`src/include/wfd_pkg.sv`:
```
// Constants, register map and carrier types of the wake frame detector
package wfd_pkg;
  localparam int NUM_FILTERS = 4;
  localparam int MASK_BITS = 31;
  localparam int SYNC_LEN = 6;
  localparam int ADDR_REPS = 16;
  localparam int ADDR_BYTES = 6;
  localparam int DA_SA_LEN = 12;
  localparam int POS_W = 16;
  localparam int CMD_FIELD = 8;
  localparam int START_FIELD = 8;
  localparam int CHK_FIELD = 16;
  localparam logic [7:0] SYNC_BYTE = 8'hFF;
  localparam logic [15:0] CRC_POLY = 16'h1021;
  localparam logic [15:0] CRC_INIT = 16'hFFFF;
  localparam logic [POS_W-1:0] POS_MAX = 16'hFFFF;

  // Register byte addresses
  localparam logic [7:0] REG_WCS = 8'h00;
  localparam logic [7:0] REG_MASK0 = 8'h04;
  localparam logic [7:0] REG_CMD = 8'h14;
  localparam logic [7:0] REG_START = 8'h18;
  localparam logic [7:0] REG_CHK01 = 8'h1C;
  localparam logic [7:0] REG_CHK23 = 8'h20;
  localparam logic [7:0] REG_STRIDE = 8'h04;

  // wake_control_status bit positions
  localparam int WCS_PAT_EN = 0;
  localparam int WCS_RWP_EN = 1;
  localparam int WCS_PAT_RCV = 2;
  localparam int WCS_RWP_RCV = 3;
  localparam int WCS_ROUTE_PME = 4;

  // Filter command bit positions
  localparam int CMD_EN_BIT = 0;
  localparam int CMD_MCAST_BIT = 3;

  typedef struct packed {
    logic valid;
    logic sof;
    logic eof;
    logic [7:0] data;
  } wfd_rx_beat_t;

  typedef struct packed {
    logic [7:0] addr;
    logic [31:0] wdata;
    logic wr;
    logic rd;
  } wfd_reg_req_t;

  typedef enum logic [1:0] {
    RWP_SEEK_SYNC = 2'b00,
    RWP_MATCH_ADDR = 2'b01,
    RWP_FOUND = 2'b10
  } wfd_rwp_state_t;
endpackage : wfd_pkg

```
`src/hdl/wfd_crc_filter.sv`:
```
// One pattern filter: masked CRC-16 over a window of frame bytes
`timescale 1ns/1ps
module wfd_crc_filter (
  input wire logic mclk,
  input wire logic sys_rst,
  input wire wfd_pkg::wfd_rx_beat_t beat,
  input wire logic [wfd_pkg::POS_W-1:0] cur_pos,
  input wire logic [wfd_pkg::MASK_BITS-1:0] byte_mask,
  input wire logic [7:0] pattern_start,
  input wire logic [15:0] expected_checksum,
  output logic crc_equal
);
  logic [15:0] crc_r;
  logic [wfd_pkg::POS_W-1:0] rel;
  logic in_window;

  // Fixed polynomial, MSB first, bytes in frame order
  function automatic logic [15:0] crc_step(input logic [15:0] c_in, input logic [7:0] d);
    logic [15:0] c;
    logic fb;
    c = c_in;
    for (int b = 7; b >= 0; b--)
    begin
      fb = c[15] ^ d[b];
      c = {c[14:0], 1'b0};
      if (fb)
      begin
        c = c ^ wfd_pkg::CRC_POLY;
      end
    end
    return c;
  endfunction : crc_step

  // Window starts at the programmed offset; offsets below the header are trusted to software
  assign rel = cur_pos - wfd_pkg::POS_W'(pattern_start);
  assign in_window = (cur_pos >= wfd_pkg::POS_W'(pattern_start)) && (rel < wfd_pkg::POS_W'(wfd_pkg::MASK_BITS))
    && byte_mask[rel[4:0]];

  always_ff @(posedge mclk or posedge sys_rst)
  begin
    if (sys_rst)
    begin
      crc_r <= wfd_pkg::CRC_INIT;
    end
    else if (beat.valid)
    begin
      if (beat.sof)
      begin
        crc_r <= in_window ? crc_step(wfd_pkg::CRC_INIT, beat.data) : wfd_pkg::CRC_INIT;
      end
      else if (in_window)
      begin
        crc_r <= crc_step(crc_r, beat.data);
      end
    end
  end

  assign crc_equal = (crc_r == expected_checksum);
endmodule : wfd_crc_filter

```
`src/hdl/wfd_rwp_detect.sv`:
```
// Remote wake packet scanner: sync stream then repeated station address
`timescale 1ns/1ps
module wfd_rwp_detect (
  input wire logic mclk,
  input wire logic sys_rst,
  input wire wfd_pkg::wfd_rx_beat_t beat,
  input wire logic [wfd_pkg::POS_W-1:0] cur_pos,
  input wire logic [47:0] station_addr,
  output logic found
);
  wfd_pkg::wfd_rwp_state_t st_r;
  logic [2:0] sync_cnt_r;
  logic [2:0] byte_idx_r;
  logic [3:0] rep_cnt_r;
  logic scan;
  logic addr_eq;
  logic is_sync;
  logic extra_sync;

  assign scan = beat.valid && !beat.sof && (cur_pos >= wfd_pkg::POS_W'(wfd_pkg::DA_SA_LEN));
  assign addr_eq = (beat.data == station_addr[8*byte_idx_r +: 8]);
  assign is_sync = (beat.data == wfd_pkg::SYNC_BYTE);
  // A sync stream longer than six bytes must not count as a break
  assign extra_sync = is_sync && (byte_idx_r == 3'h0) && (rep_cnt_r == 4'h0);

  always_ff @(posedge mclk or posedge sys_rst)
  begin
    if (sys_rst)
    begin
      st_r <= wfd_pkg::RWP_SEEK_SYNC;
      sync_cnt_r <= 3'h0;
      byte_idx_r <= 3'h0;
      rep_cnt_r <= 4'h0;
    end
    else if (beat.valid && beat.sof)
    begin
      st_r <= wfd_pkg::RWP_SEEK_SYNC;
      sync_cnt_r <= 3'h0;
      byte_idx_r <= 3'h0;
      rep_cnt_r <= 4'h0;
    end
    else if (scan)
    begin
      unique case (st_r)
        wfd_pkg::RWP_SEEK_SYNC:
        begin
          if (!is_sync)
          begin
            sync_cnt_r <= 3'h0;
          end
          else if (sync_cnt_r == 3'(wfd_pkg::SYNC_LEN - 1))
          begin
            st_r <= wfd_pkg::RWP_MATCH_ADDR;
            sync_cnt_r <= 3'h0;
            byte_idx_r <= 3'h0;
            rep_cnt_r <= 4'h0;
          end
          else
          begin
            sync_cnt_r <= sync_cnt_r + 3'h1;
          end
        end
        wfd_pkg::RWP_MATCH_ADDR:
        begin
          if (addr_eq)
          begin
            if (byte_idx_r == 3'(wfd_pkg::ADDR_BYTES - 1))
            begin
              byte_idx_r <= 3'h0;
              if (rep_cnt_r == 4'(wfd_pkg::ADDR_REPS - 1))
              begin
                st_r <= wfd_pkg::RWP_FOUND;
              end
              else
              begin
                rep_cnt_r <= rep_cnt_r + 4'h1;
              end
            end
            else
            begin
              byte_idx_r <= byte_idx_r + 3'h1;
            end
          end
          else if (!extra_sync)
          begin
            st_r <= wfd_pkg::RWP_SEEK_SYNC;
            sync_cnt_r <= is_sync ? 3'h1 : 3'h0;
            byte_idx_r <= 3'h0;
            rep_cnt_r <= 4'h0;
          end
        end
        wfd_pkg::RWP_FOUND:
        begin
          st_r <= wfd_pkg::RWP_FOUND;
        end
        default:
        begin
          st_r <= wfd_pkg::RWP_SEEK_SYNC;
        end
      endcase
    end
  end

  assign found = (st_r == wfd_pkg::RWP_FOUND);
endmodule : wfd_rwp_detect

```
`src/hdl/wfd_top.sv`:
```
// Wake frame detector: pattern filters, remote wake packet and control registers
//
// Local design decisions: the register addresses and strobed register access.
`timescale 1ns/1ps
module wfd_top (
  input wire logic mclk,
  input wire logic sys_rst,
  input wire wfd_pkg::wfd_rx_beat_t rx_beat,
  input wire logic [47:0] station_addr,
  input wire logic light_sleep_state,
  input wire wfd_pkg::wfd_reg_req_t reg_req,
  output logic [31:0] reg_rdata,
  output logic normal_rx_enable,
  output logic host_wake_irq,
  output logic power_event_out
);
  localparam int NF = wfd_pkg::NUM_FILTERS;
  localparam logic [3:0] CMD_KEEP = (4'h1 << wfd_pkg::CMD_EN_BIT) | (4'h1 << wfd_pkg::CMD_MCAST_BIT);

  logic pattern_wake_enable_r;
  logic remote_wake_packet_enable_r;
  logic pattern_wake_received_r;
  logic remote_wake_packet_received_r;
  logic route_pme_r;
  logic pat_arm_r;
  logic rwp_arm_r;
  logic [wfd_pkg::MASK_BITS-1:0] mask_r [NF];
  logic [3:0] cmd_r [NF];
  logic [7:0] filter_pattern_start_r [NF];
  logic [15:0] filter_expected_checksum_r [NF];
  logic [wfd_pkg::POS_W-1:0] pos_r;
  logic [wfd_pkg::POS_W-1:0] cur_pos;
  logic dest_sta_r;
  logic dest_bc_r;
  logic group_r;
  logic eof_d_r;
  logic [NF-1:0] crc_ok;
  logic [NF-1:0] filt_hit;
  logic rwp_found;
  logic pat_hit;
  logic rwp_hit;
  logic wcs_wr;
  logic [31:0] rd_nxt;
  logic [31:0] reg_rdata_r;
  logic normal_rx_enable_r;
  logic host_wake_irq_r;
  logic power_event_out_r;

  assign wcs_wr = reg_req.wr && (reg_req.addr == wfd_pkg::REG_WCS);

  // Control and status
  always_ff @(posedge mclk or posedge sys_rst)
  begin
    if (sys_rst)
    begin
      pattern_wake_enable_r <= 1'b0;
      remote_wake_packet_enable_r <= 1'b0;
      route_pme_r <= 1'b0;
    end
    else if (wcs_wr)
    begin
      pattern_wake_enable_r <= reg_req.wdata[wfd_pkg::WCS_PAT_EN];
      remote_wake_packet_enable_r <= reg_req.wdata[wfd_pkg::WCS_RWP_EN];
      route_pme_r <= reg_req.wdata[wfd_pkg::WCS_ROUTE_PME];
    end
  end

  // Received flags clear by writing one; a hit in the same cycle wins
  always_ff @(posedge mclk or posedge sys_rst)
  begin
    if (sys_rst)
    begin
      pattern_wake_received_r <= 1'b0;
      remote_wake_packet_received_r <= 1'b0;
    end
    else
    begin
      if (pat_hit)
      begin
        pattern_wake_received_r <= 1'b1;
      end
      else if (wcs_wr && reg_req.wdata[wfd_pkg::WCS_PAT_RCV])
      begin
        pattern_wake_received_r <= 1'b0;
      end
      if (rwp_hit)
      begin
        remote_wake_packet_received_r <= 1'b1;
      end
      else if (wcs_wr && reg_req.wdata[wfd_pkg::WCS_RWP_RCV])
      begin
        remote_wake_packet_received_r <= 1'b0;
      end
    end
  end

  // Arming and receive gating; light sleep forces both detectors on
  always_ff @(posedge mclk or posedge sys_rst)
  begin
    if (sys_rst)
    begin
      pat_arm_r <= 1'b0;
      rwp_arm_r <= 1'b0;
      normal_rx_enable_r <= 1'b1;
    end
    else
    begin
      pat_arm_r <= pattern_wake_enable_r || light_sleep_state;
      rwp_arm_r <= remote_wake_packet_enable_r || light_sleep_state;
      normal_rx_enable_r <= !(pat_arm_r || rwp_arm_r);
    end
  end

  // Wake reporting
  always_ff @(posedge mclk or posedge sys_rst)
  begin
    if (sys_rst)
    begin
      host_wake_irq_r <= 1'b0;
      power_event_out_r <= 1'b0;
    end
    else
    begin
      host_wake_irq_r <= !route_pme_r && (pattern_wake_received_r || remote_wake_packet_received_r);
      power_event_out_r <= route_pme_r && (pattern_wake_received_r || remote_wake_packet_received_r);
    end
  end

  // Frame byte position, restarting at zero with each frame
  assign cur_pos = rx_beat.sof ? '0 : pos_r;

  always_ff @(posedge mclk or posedge sys_rst)
  begin
    if (sys_rst)
    begin
      pos_r <= '0;
      eof_d_r <= 1'b0;
    end
    else
    begin
      eof_d_r <= rx_beat.valid && rx_beat.eof;
      if (rx_beat.valid && cur_pos != wfd_pkg::POS_MAX)
      begin
        pos_r <= cur_pos + wfd_pkg::POS_W'(1);
      end
    end
  end

  // Destination classification over the first six bytes
  always_ff @(posedge mclk or posedge sys_rst)
  begin
    if (sys_rst)
    begin
      dest_sta_r <= 1'b0;
      dest_bc_r <= 1'b0;
      group_r <= 1'b0;
    end
    else if (rx_beat.valid && rx_beat.sof)
    begin
      dest_sta_r <= (rx_beat.data == station_addr[7:0]);
      dest_bc_r <= (rx_beat.data == wfd_pkg::SYNC_BYTE);
      group_r <= rx_beat.data[0];
    end
    else if (rx_beat.valid && cur_pos < wfd_pkg::POS_W'(wfd_pkg::ADDR_BYTES))
    begin
      dest_sta_r <= dest_sta_r && (rx_beat.data == station_addr[8*cur_pos[2:0] +: 8]);
      dest_bc_r <= dest_bc_r && (rx_beat.data == wfd_pkg::SYNC_BYTE);
    end
  end

  genvar gi;
  generate
    for (gi = 0; gi < NF; gi++)
    begin : g_filt
      localparam logic [7:0] MASK_ADDR = wfd_pkg::REG_MASK0 + 8'(gi) * wfd_pkg::REG_STRIDE;
      localparam logic [7:0] CHK_ADDR = (gi < 2) ? wfd_pkg::REG_CHK01 : wfd_pkg::REG_CHK23;

      always_ff @(posedge mclk or posedge sys_rst)
      begin
        if (sys_rst)
        begin
          mask_r[gi] <= '0;
          cmd_r[gi] <= 4'h0;
          filter_pattern_start_r[gi] <= 8'h00;
          filter_expected_checksum_r[gi] <= 16'h0000;
        end
        else if (reg_req.wr)
        begin
          if (reg_req.addr == MASK_ADDR)
          begin
            mask_r[gi] <= reg_req.wdata[wfd_pkg::MASK_BITS-1:0];
          end
          if (reg_req.addr == wfd_pkg::REG_CMD)
          begin
            cmd_r[gi] <= reg_req.wdata[gi*wfd_pkg::CMD_FIELD +: 4] & CMD_KEEP;
          end
          if (reg_req.addr == wfd_pkg::REG_START)
          begin
            filter_pattern_start_r[gi] <= reg_req.wdata[gi*wfd_pkg::START_FIELD +: 8];
          end
          if (reg_req.addr == CHK_ADDR)
          begin
            filter_expected_checksum_r[gi] <= reg_req.wdata[(gi%2)*wfd_pkg::CHK_FIELD +: 16];
          end
        end
      end

      wfd_crc_filter u_crc (
        .mclk(mclk),
        .sys_rst(sys_rst),
        .beat(rx_beat),
        .cur_pos(cur_pos),
        .byte_mask(mask_r[gi]),
        .pattern_start(filter_pattern_start_r[gi]),
        .expected_checksum(filter_expected_checksum_r[gi]),
        .crc_equal(crc_ok[gi])
      );

      // Broadcast has the group bit, so it passes a multicast filter with no reject term
      assign filt_hit[gi] = cmd_r[gi][wfd_pkg::CMD_EN_BIT] && crc_ok[gi]
        && (cmd_r[gi][wfd_pkg::CMD_MCAST_BIT] ? group_r : dest_sta_r);
    end
  endgenerate

  wfd_rwp_detect u_rwp (
    .mclk(mclk),
    .sys_rst(sys_rst),
    .beat(rx_beat),
    .cur_pos(cur_pos),
    .station_addr(station_addr),
    .found(rwp_found)
  );

  // Verdicts are taken the cycle after the last byte, when every CRC is final
  assign pat_hit = pat_arm_r && eof_d_r && (|filt_hit);
  assign rwp_hit = rwp_arm_r && eof_d_r && rwp_found && (dest_sta_r || dest_bc_r || group_r);

  // Register read, valid only in the cycle after the strobe
  always_comb
  begin
    rd_nxt = 32'h0000_0000;
    if (reg_req.addr == wfd_pkg::REG_WCS)
    begin
      rd_nxt[wfd_pkg::WCS_PAT_EN] = pattern_wake_enable_r;
      rd_nxt[wfd_pkg::WCS_RWP_EN] = remote_wake_packet_enable_r;
      rd_nxt[wfd_pkg::WCS_PAT_RCV] = pattern_wake_received_r;
      rd_nxt[wfd_pkg::WCS_RWP_RCV] = remote_wake_packet_received_r;
      rd_nxt[wfd_pkg::WCS_ROUTE_PME] = route_pme_r;
    end
    for (int i = 0; i < NF; i++)
    begin
      if (reg_req.addr == wfd_pkg::REG_MASK0 + 8'(i) * wfd_pkg::REG_STRIDE)
      begin
        rd_nxt = {1'b0, mask_r[i]};
      end
      if (reg_req.addr == wfd_pkg::REG_CMD)
      begin
        rd_nxt[i*wfd_pkg::CMD_FIELD +: 4] = cmd_r[i];
      end
      if (reg_req.addr == wfd_pkg::REG_START)
      begin
        rd_nxt[i*wfd_pkg::START_FIELD +: 8] = filter_pattern_start_r[i];
      end
      if (reg_req.addr == ((i < 2) ? wfd_pkg::REG_CHK01 : wfd_pkg::REG_CHK23))
      begin
        rd_nxt[(i%2)*wfd_pkg::CHK_FIELD +: 16] = filter_expected_checksum_r[i];
      end
    end
  end

  always_ff @(posedge mclk or posedge sys_rst)
  begin
    if (sys_rst)
    begin
      reg_rdata_r <= 32'h0000_0000;
    end
    else
    begin
      reg_rdata_r <= reg_req.rd ? rd_nxt : 32'h0000_0000;
    end
  end

  assign reg_rdata = reg_rdata_r;
  assign normal_rx_enable = normal_rx_enable_r;
  assign host_wake_irq = host_wake_irq_r;
  assign power_event_out = power_event_out_r;
endmodule : wfd_top

```
`config.mk`:
```
export PLATFORM = sky130hd
export DESIGN_NAME = wfd_top
export DESIGN_NICKNAME = d
export VERILOG_FILES = /design/src/include/wfd_pkg.sv /design/src/hdl/wfd_crc_filter.sv /design/src/hdl/wfd_rwp_detect.sv /design/src/hdl/wfd_top.sv
export SDC_FILE = /design/constraint.sdc
export NUM_CORES = 1
export LEC_CHECK = 0
export ABC_CLOCK_PERIOD_IN_PS = 13100
export BUFFER_PORTS_ARGS = -buffer_cell sky130_fd_sc_hd__buf_2
export CORE_AREA = 2 2 231 176
export DETAILED_ROUTE_END_ITERATION = 8
export DIE_AREA = 0 0 233 178
export PLACE_DENSITY = 0.77
export SLEW_MARGIN = 20
export SYNTH_ARGS = -nofsm -noshare
export SYNTH_HDL_FRONTEND = slang
export SYNTH_SLANG_ARGS = --single-unit
```
`constraint.sdc`:
```
create_clock -name mclk -period 13.1 [get_ports mclk]
set_input_delay 1.31 -clock mclk [delete_from_list [all_inputs] [get_ports mclk]]
set_output_delay 1.31 -clock mclk [all_outputs]
set_load 0.02 [all_outputs]
```
After elaboration in Yosys (flattened, before gate mapping) --
Cells that the tools add are included.
Storage, ports and cells: register bits 366, word-level logic and storage cells 470
Operators by class: add/subtract/negate cells 8, order comparisons 14, eq/ne operators 30, shifts and indexed selects 2, mux-type cells 223, bitwise operators 78, reductions and logical operators 75
Operators by type and width (count):
- 2-to-1 mux 16 bit | 115
- 2-to-1 mux 13 bit | 40
- 2-to-1 mux 32 bit | 4
- NOT 3 bit | 39
- variable part select 48 x 7 -> 8 bit | 2
- == test 16 bit | 4
- greater-or-equal comparator 16 x 8 -> 1 bit | 4
- < comparator 16 x 5 -> 1 bit (second input constant) | 4
- subtractor 16 x 8 -> 16 bit | 4
- 2-to-1 mux 4 bit | 12
- 2-to-1 mux 3 bit | 13
- XOR 1 bit | 39
- logical AND 1 bit | 36
- == test 8 x 5 -> 1 bit (second input constant) | 4
- 2-to-1 mux 8 bit | 4
- 2-to-1 mux 31 bit | 1
- == test 8 bit | 3
- < comparator 5 x 6 -> 1 bit (second input constant) | 4
- AND reduction 2 bit | 12
- binary-select mux 1 bit (select 5 bit) | 4
- 2-to-1 mux 1 bit | 17
- adder 16 x 1 -> 16 bit (second input constant) | 1
- == test 8 x 4 -> 1 bit (second input constant) | 2
- greater-or-equal comparator 16 x 4 -> 1 bit (second input constant) | 1
- other kinds (33) | 61

Depth between registers and ports, before layout --
depth after elaboration 42, mapped depth 20

Cells and area by module --
A second synthesis with hierarchy kept.
Unflattened totals: cells, all modules 2304, area total of the unflattened synthesis 23973.0 sq um
Modules (own cells, without submodules):
- wfd_top | times used 1, cells an instance 1173, area an instance 13817.0 sq um, seq. area each 7258.2 sq um
- wfd_crc_filter (g_filt[1].u_crc ...) | times used 3, cells an instance 236, area an instance 2125.8 sq um, seq. area each 420.4 sq um
- wfd_crc_filter (g_filt[0].u_crc) | times used 1, cells an instance 223, area an instance 2079.5 sq um, seq. area each 420.4 sq um
- wfd_rwp_detect | times used 1, cells an instance 200, area an instance 1699.1 sq um, seq. area each 300.3 sq um

Worst setup path before layout --
Ideal clock, no wire load.
path kind input port to flip-flop, start point input port rx_beat[9] (netlist name), end point register g_filt[2].u_crc.crc_r[0], setup time 0.075 ns, arrival 5.594 ns, data required time 13.025 ns, slack 7.431 ns, stages 19, buffers on the path 8, cell sequence buf_2 > buf_2 > buf_2 > buf_2 > buf_1 > clkbuf_1 > clkbuf_1 > nor2_1 > ha_1 > and3b_1 > a311oi_2 > a21oi_1 > or4b_1 > a211oi_2 > o311ai_1 > a2111oi_4 > nand4_4 > buf_6 > mux2i_1
Between the ends: word-level cells in the longest chain between the ends 7
Ends and longest elaborated chain:
- from (decl) | line wfd_top.sv:8 | input wire wfd_pkg::wfd_rx_beat_t rx_beat,
- 2-to-1 mux 16 bit | line wfd_top.sv:130 | assign cur_pos = rx_beat.sof ? '0 : pos_r;
- subtractor 16 x 8 -> 16 bit | line wfd_crc_filter.sv:35 | assign rel = cur_pos - wfd_pkg::POS_W'(pattern_start);
- < comparator 16 x 5 -> 1 bit or binary-select mux 1 bit (select 5 bit) (tied branches) | line wfd_crc_filter.sv:36, wfd_crc_filter.sv:37
- logical AND 1 bit or 2-to-1 mux 1 bit (tied branches) | line wfd_crc_filter.sv:36, wfd_crc_filter.sv:37
- logical AND 1 bit | line wfd_crc_filter.sv:37 | && byte_mask[rel[4:0]];
- 2-to-1 mux 16 bit or nonzero test 2 bit (tied branches)
- 2-to-1 mux 16 bit or AND reduction 2 bit (tied branches)
- to (signal assigned) | line wfd_crc_filter.sv:43 | crc_r <= wfd_pkg::CRC_INIT;
- to (signal assigned) | line wfd_crc_filter.sv:49 | crc_r <= in_window ? crc_step(wfd_pkg::CRC_INIT, beat.data) : wfd_pkg::CRC_INIT;
- to (signal assigned) | line wfd_crc_filter.sv:53 | crc_r <= crc_step(crc_r, beat.data);
- to (decl) | line wfd_crc_filter.sv:13 | logic [15:0] crc_r;
Parallel ways exist; a longest one is shown, timed or not. The select of a mux whose other input is x is not followed. A chain may end at the register's enable or synchronous reset.

Final worst setup path --
start point register pos_r[0] (netlist name), end point register g_filt[3].u_crc.crc_r[10]
Between the ends: word-level cells in the longest chain between the ends 7
Ends and longest elaborated chain:
- from (decl) | line wfd_top.sv:31 | logic [wfd_pkg::POS_W-1:0] pos_r;
- from (signal assigned) | line wfd_top.sv:144 | pos_r <= cur_pos + wfd_pkg::POS_W'(1);
- 2-to-1 mux 16 bit (*) | line wfd_top.sv:130
- subtractor 16 x 8 -> 16 bit | line wfd_crc_filter.sv:35
- < comparator 16 x 5 -> 1 bit or binary-select mux 1 bit (select 5 bit) (tied branches) | line wfd_crc_filter.sv:36, wfd_crc_filter.sv:37
- logical AND 1 bit or 2-to-1 mux 1 bit (tied branches) | line wfd_crc_filter.sv:36, wfd_crc_filter.sv:37
- logical AND 1 bit (*) | line wfd_crc_filter.sv:37
- 2-to-1 mux 16 bit or nonzero test 2 bit (tied branches)
- 2-to-1 mux 16 bit or AND reduction 2 bit (tied branches)
- to (signal assigned) | line wfd_crc_filter.sv:43
- to (signal assigned) | line wfd_crc_filter.sv:49
- to (signal assigned) | line wfd_crc_filter.sv:53
- to (decl) | line wfd_crc_filter.sv:13
Mark *: on every way between the ends. The rest lies on a longest branch, timed or not. The select of a mux whose other input is x is not followed.

==> flow_metrics.tcl <==
set metrics [dict create \
    status "complete, but fails checks" \
    violations "design-rule violations" \
    overflow 0 \
    clkTransAtPathRegs_ns 0.06 \
    crit_top_cell "inv_1" \
    first_global_vias 19090 \
    finalCriticalPeriod_ns 5.757 \
    vias_per_cell 6.871 \
    num_rows 63 \
    switchingPower_mw 1.126 \
    crit_chain "inv_1, nor2_2, inv_1, ha_1, inv_1, fa_1, mux4_2, mux2i_1, mux2i_1, mux2_2, nand4_1, o41ai_4, mux2_2" \
    start_util_pct 59.59 \
    ys_ff_latch 366 \
    drc 1 \
    clkPwrFrac_pct 32.5 \
    cts.sinks 366 \
    min_period_over_period_pct 43.95 \
    ys_seq_area_share_pct 39.58 \
    die_y_um 178 \
    drt_pre_antenna_iters 9 \
    finalSetupTns_ns 0 \
    netlist_instances 2332 \
    post_cts_buffers 0 \
    start_kind "flop" \
    p_comb_share_pct 26.6 \
    die_x_um 233 \
    gp_congestion 0.9694 \
    io_buffers 138 \
    ys_types 89 \
    power_frac_seq_pct 40.9 \
    crit_type "flop to flop" \
    max_stage_delay_ns 0.97 \
    syn_to_final_growth_pct 9.127 \
    grt_pass1_wl_um 119100 \
    place_area_um2 24200 \
    h-tree-depth 2 \
    hp-class "flop to flop" \
    slew_viol_final 0 \
    ys_async_sr_fraction_pct 100.0 \
    drt-wirelength-per-cell_um 27.15 \
    critPathCaptureType "flop" \
    ys.flop_type "dfrtp_1" \
    wl_um 78890 \
    relSlewSlack_pct 25.81 \
    clockRootBuffer "clkbuf_16" \
    drv_cap 0 \
    dp_hpwl_um 56820 \
    core-area_um2 39180 \
    grt_start_max_net_pins 150 \
    drive_gt1_share_pct 25.62 \
    antenna_found_initial 4 \
    drt_iter0_markers 3158 \
    clk_latency_ns 0.55 \
    power_density_nw_per_um2 133.9 \
    hold_depth 1 \
    ir_drop_v 0.0001194 \
    setup_viol 0 \
    finClkSkew_ns 0.01606 \
    synth_edf_count 0 \
    avgSynthCellArea_um2 10.01 \
    final_nets 2476 \
    hold_viol 0 \
    cts_buffer_depth 3 \
    max_slew.worst_pin.slew_ns 1.112 \
    rsz0062_at_grt "no" \
    critPathMaxFanout 22 \
    dieArea_um2 41470 \
    cp.arrival_ns 6.22 \
    p_leak_nw 11.00 \
    grt_usage_pct 38.19 \
    syn-num-nets 2451 \
    cp.required_ns 13.57 \
    syn-cell-area_um2 23350 \
    ff2ff_path_depth 13 \
    cts_tree "built" \
    ys_warn_count 0 \
    crit_path_top_delay_cell "o41ai_4" \
    ant_nets 0 \
    vias 19970 \
    p_sw_share_pct 33.00 \
    numCtsBuffers 38 \
    final_cell_area_um2 25480 \
    cts-resized-gates 0 \
    power.internal_mw 2.286 \
    ios 139 \
    postCtsHoldBufs 0 \
    max_freq_mhz 173.7 \
]
==> placed cells by master, fill, tap and decap left out, drive strengths merged, types with 9 or more instances in the layout <==
cell,synthesis,layout
o211ai,15,15
nand2,151,151
a21oi,87,87
mux2i,85,85
mux4,28,28
xor2,67,67
clkbuf,120,50
a222oi,19,19
dfrtp,301,301
nor2b,35,35
nand2b,36,36
a22oi,26,26
xnor2,190,190
nand4,32,32
mux2,250,250
a22o,28,28
nand3,29,29
and2,9,9
clkinv,0,9
o21ai,95,95
dfstp,65,65
o22ai,28,28
a221oi,25,25
o22a,16,16
buf,67,172
and3,17,17
a211oi,14,14
nor2,188,188
ha,14,14
nor4,24,24
inv,59,61
a31oi,38,38
nor3,35,35
==> layer usage <==
metal / routed length [µm] / GRT usage [%] / part of all wire, %
met3: 10830 / 13.17 / 14
met4: 2806 / 12.71 / 3.6
met5: 25 / 0 / 0.032
met1: 31450 / 53.47 / 40
met2: 33770 / 55.38 / 43
==> cells in the mapped netlist (14+ instances only) <==
cell type | count | share of area (%)
a22oi_1 | 26 | 0.84
mux2_2 | 250 | 12
a222oi_1 | 19 | 0.81
buf_2 | 25 | 0.54
mux2i_1 | 85 | 3.6
a21oi_1 | 87 | 1.9
buf_1 | 37 | 0.59
nand3_1 | 29 | 0.62
nor2_1 | 187 | 3.0
clkbuf_1 | 119 | 1.9
a22o_1 | 28 | 1.1
and3_1 | 17 | 0.46
a221oi_1 | 25 | 0.94
o22ai_1 | 28 | 0.75
o211ai_1 | 15 | 0.48
o21ai_0 | 94 | 2.0
dfstp_2 | 65 | 7.3
nand2b_1 | 36 | 0.96
nand4_1 | 30 | 0.80
ha_1 | 14 | 0.75
mux4_2 | 28 | 2.7
nor3_1 | 35 | 0.75
xnor2_1 | 189 | 7.1
dfrtp_1 | 301 | 32
nand2_1 | 151 | 2.4
a31oi_1 | 38 | 1.0
xor2_1 | 67 | 2.5
nor4_1 | 22 | 0.59
nor2b_1 | 34 | 0.91
inv_1 | 59 | 0.95
o22a_1 | 16 | 0.60
==> power by group through the flow <==
stage	sequential [mW]	clock (mW)	combinational (mW)
final	1.40	1.11	0.908
after global placement	1.40	0	0.859
after global routing	1.40	1.16	0.980
after detailed placement	1.41	0	0.887
after floorplan	1.32	0	0.728
after CTS	1.39	1.11	0.896
==> registers in the layout, indices dropped and copies added, names as in the netlist, 2 cells and up <==
signal                      cells
mask_r                        124
filter_expected_checksum_r     64
g_filt.u_crc.crc_r             64
filter_pattern_start_r         32
reg_rdata                      32
pos_r                          16
cmd_r                           8
u_rwp.rep_cnt_r                 4
u_rwp.byte_idx_r                3
u_rwp.sync_cnt_r                3
u_rwp.st_r                      2
==> critical path, delay by kind of cell, from the launching register on <==
family	cells	cell delay, ns
AND/OR/NAND/NOR	2	1.15
AO/OA/AOI/OAI	1	0.97
adder cells (fa/ha/maj)	2	0.90
flip-flops	1	0.79
buffers and inverters	3	0.60
multiplexers	5	1.28
==> final timing paths <==
path	start	to	slack, ns
max in group asynchronous	sys_rst	mask_r[102]	10.15
min	pat_arm_r	normal_rx_enable	0.41
max reg2reg	pos_r[0]	g_filt[3].u_crc.crc_r[10]	7.34
max	pos_r[0]	g_filt[3].u_crc.crc_r[10]	7.34
min reg2reg	pat_arm_r	normal_rx_enable	0.41
min in group asynchronous	sys_rst	u_rwp.sync_cnt_r[1]	0.94
==> layout make-up <==
class                           count  area (µm²)
Sequential cell                   366        9240
Fill cell                        3059       13700
Inverter                           59       234.0
Antenna cell                        1       2.502
Multi-Input combinational cell   1720       13140
Timing Repair Buffer              172       955.9
Clock buffer                       50        1097
Clock inverter                     18       161.4
Tap cell                          520       650.6
==> kinds of logic after synthesis <==
logic type / synth area share [%]
adder cells (fa/ha/maj): 1.013
multiplexers: 18.40
AO/OA/AOI/OAI: 14.28
XOR/XNOR: 9.674
flip-flops: 39.58
AND/OR/NAND/NOR: 12.81
buffers and inverters: 4.239
==> metrics by stage <==
step           setup WS (ns)  hold WS, ns  util [%]  std cells  total power, mW
2_1_floorplan          1.737       0.3635         -       2332            2.045
3_3_place_gp           7.188       0.4093     61.78       2837            2.260
3_5_place_dp           7.051       0.4101     61.78       2837            2.294
4_1_cts                7.475       0.4150     64.99       2905            3.394
5_1_grt                7.019       0.4238     65.03       2906            3.544
6_report               7.343       0.4114     65.03       2906            3.412
No activity file was read; power rests on OpenSTA's default activity.
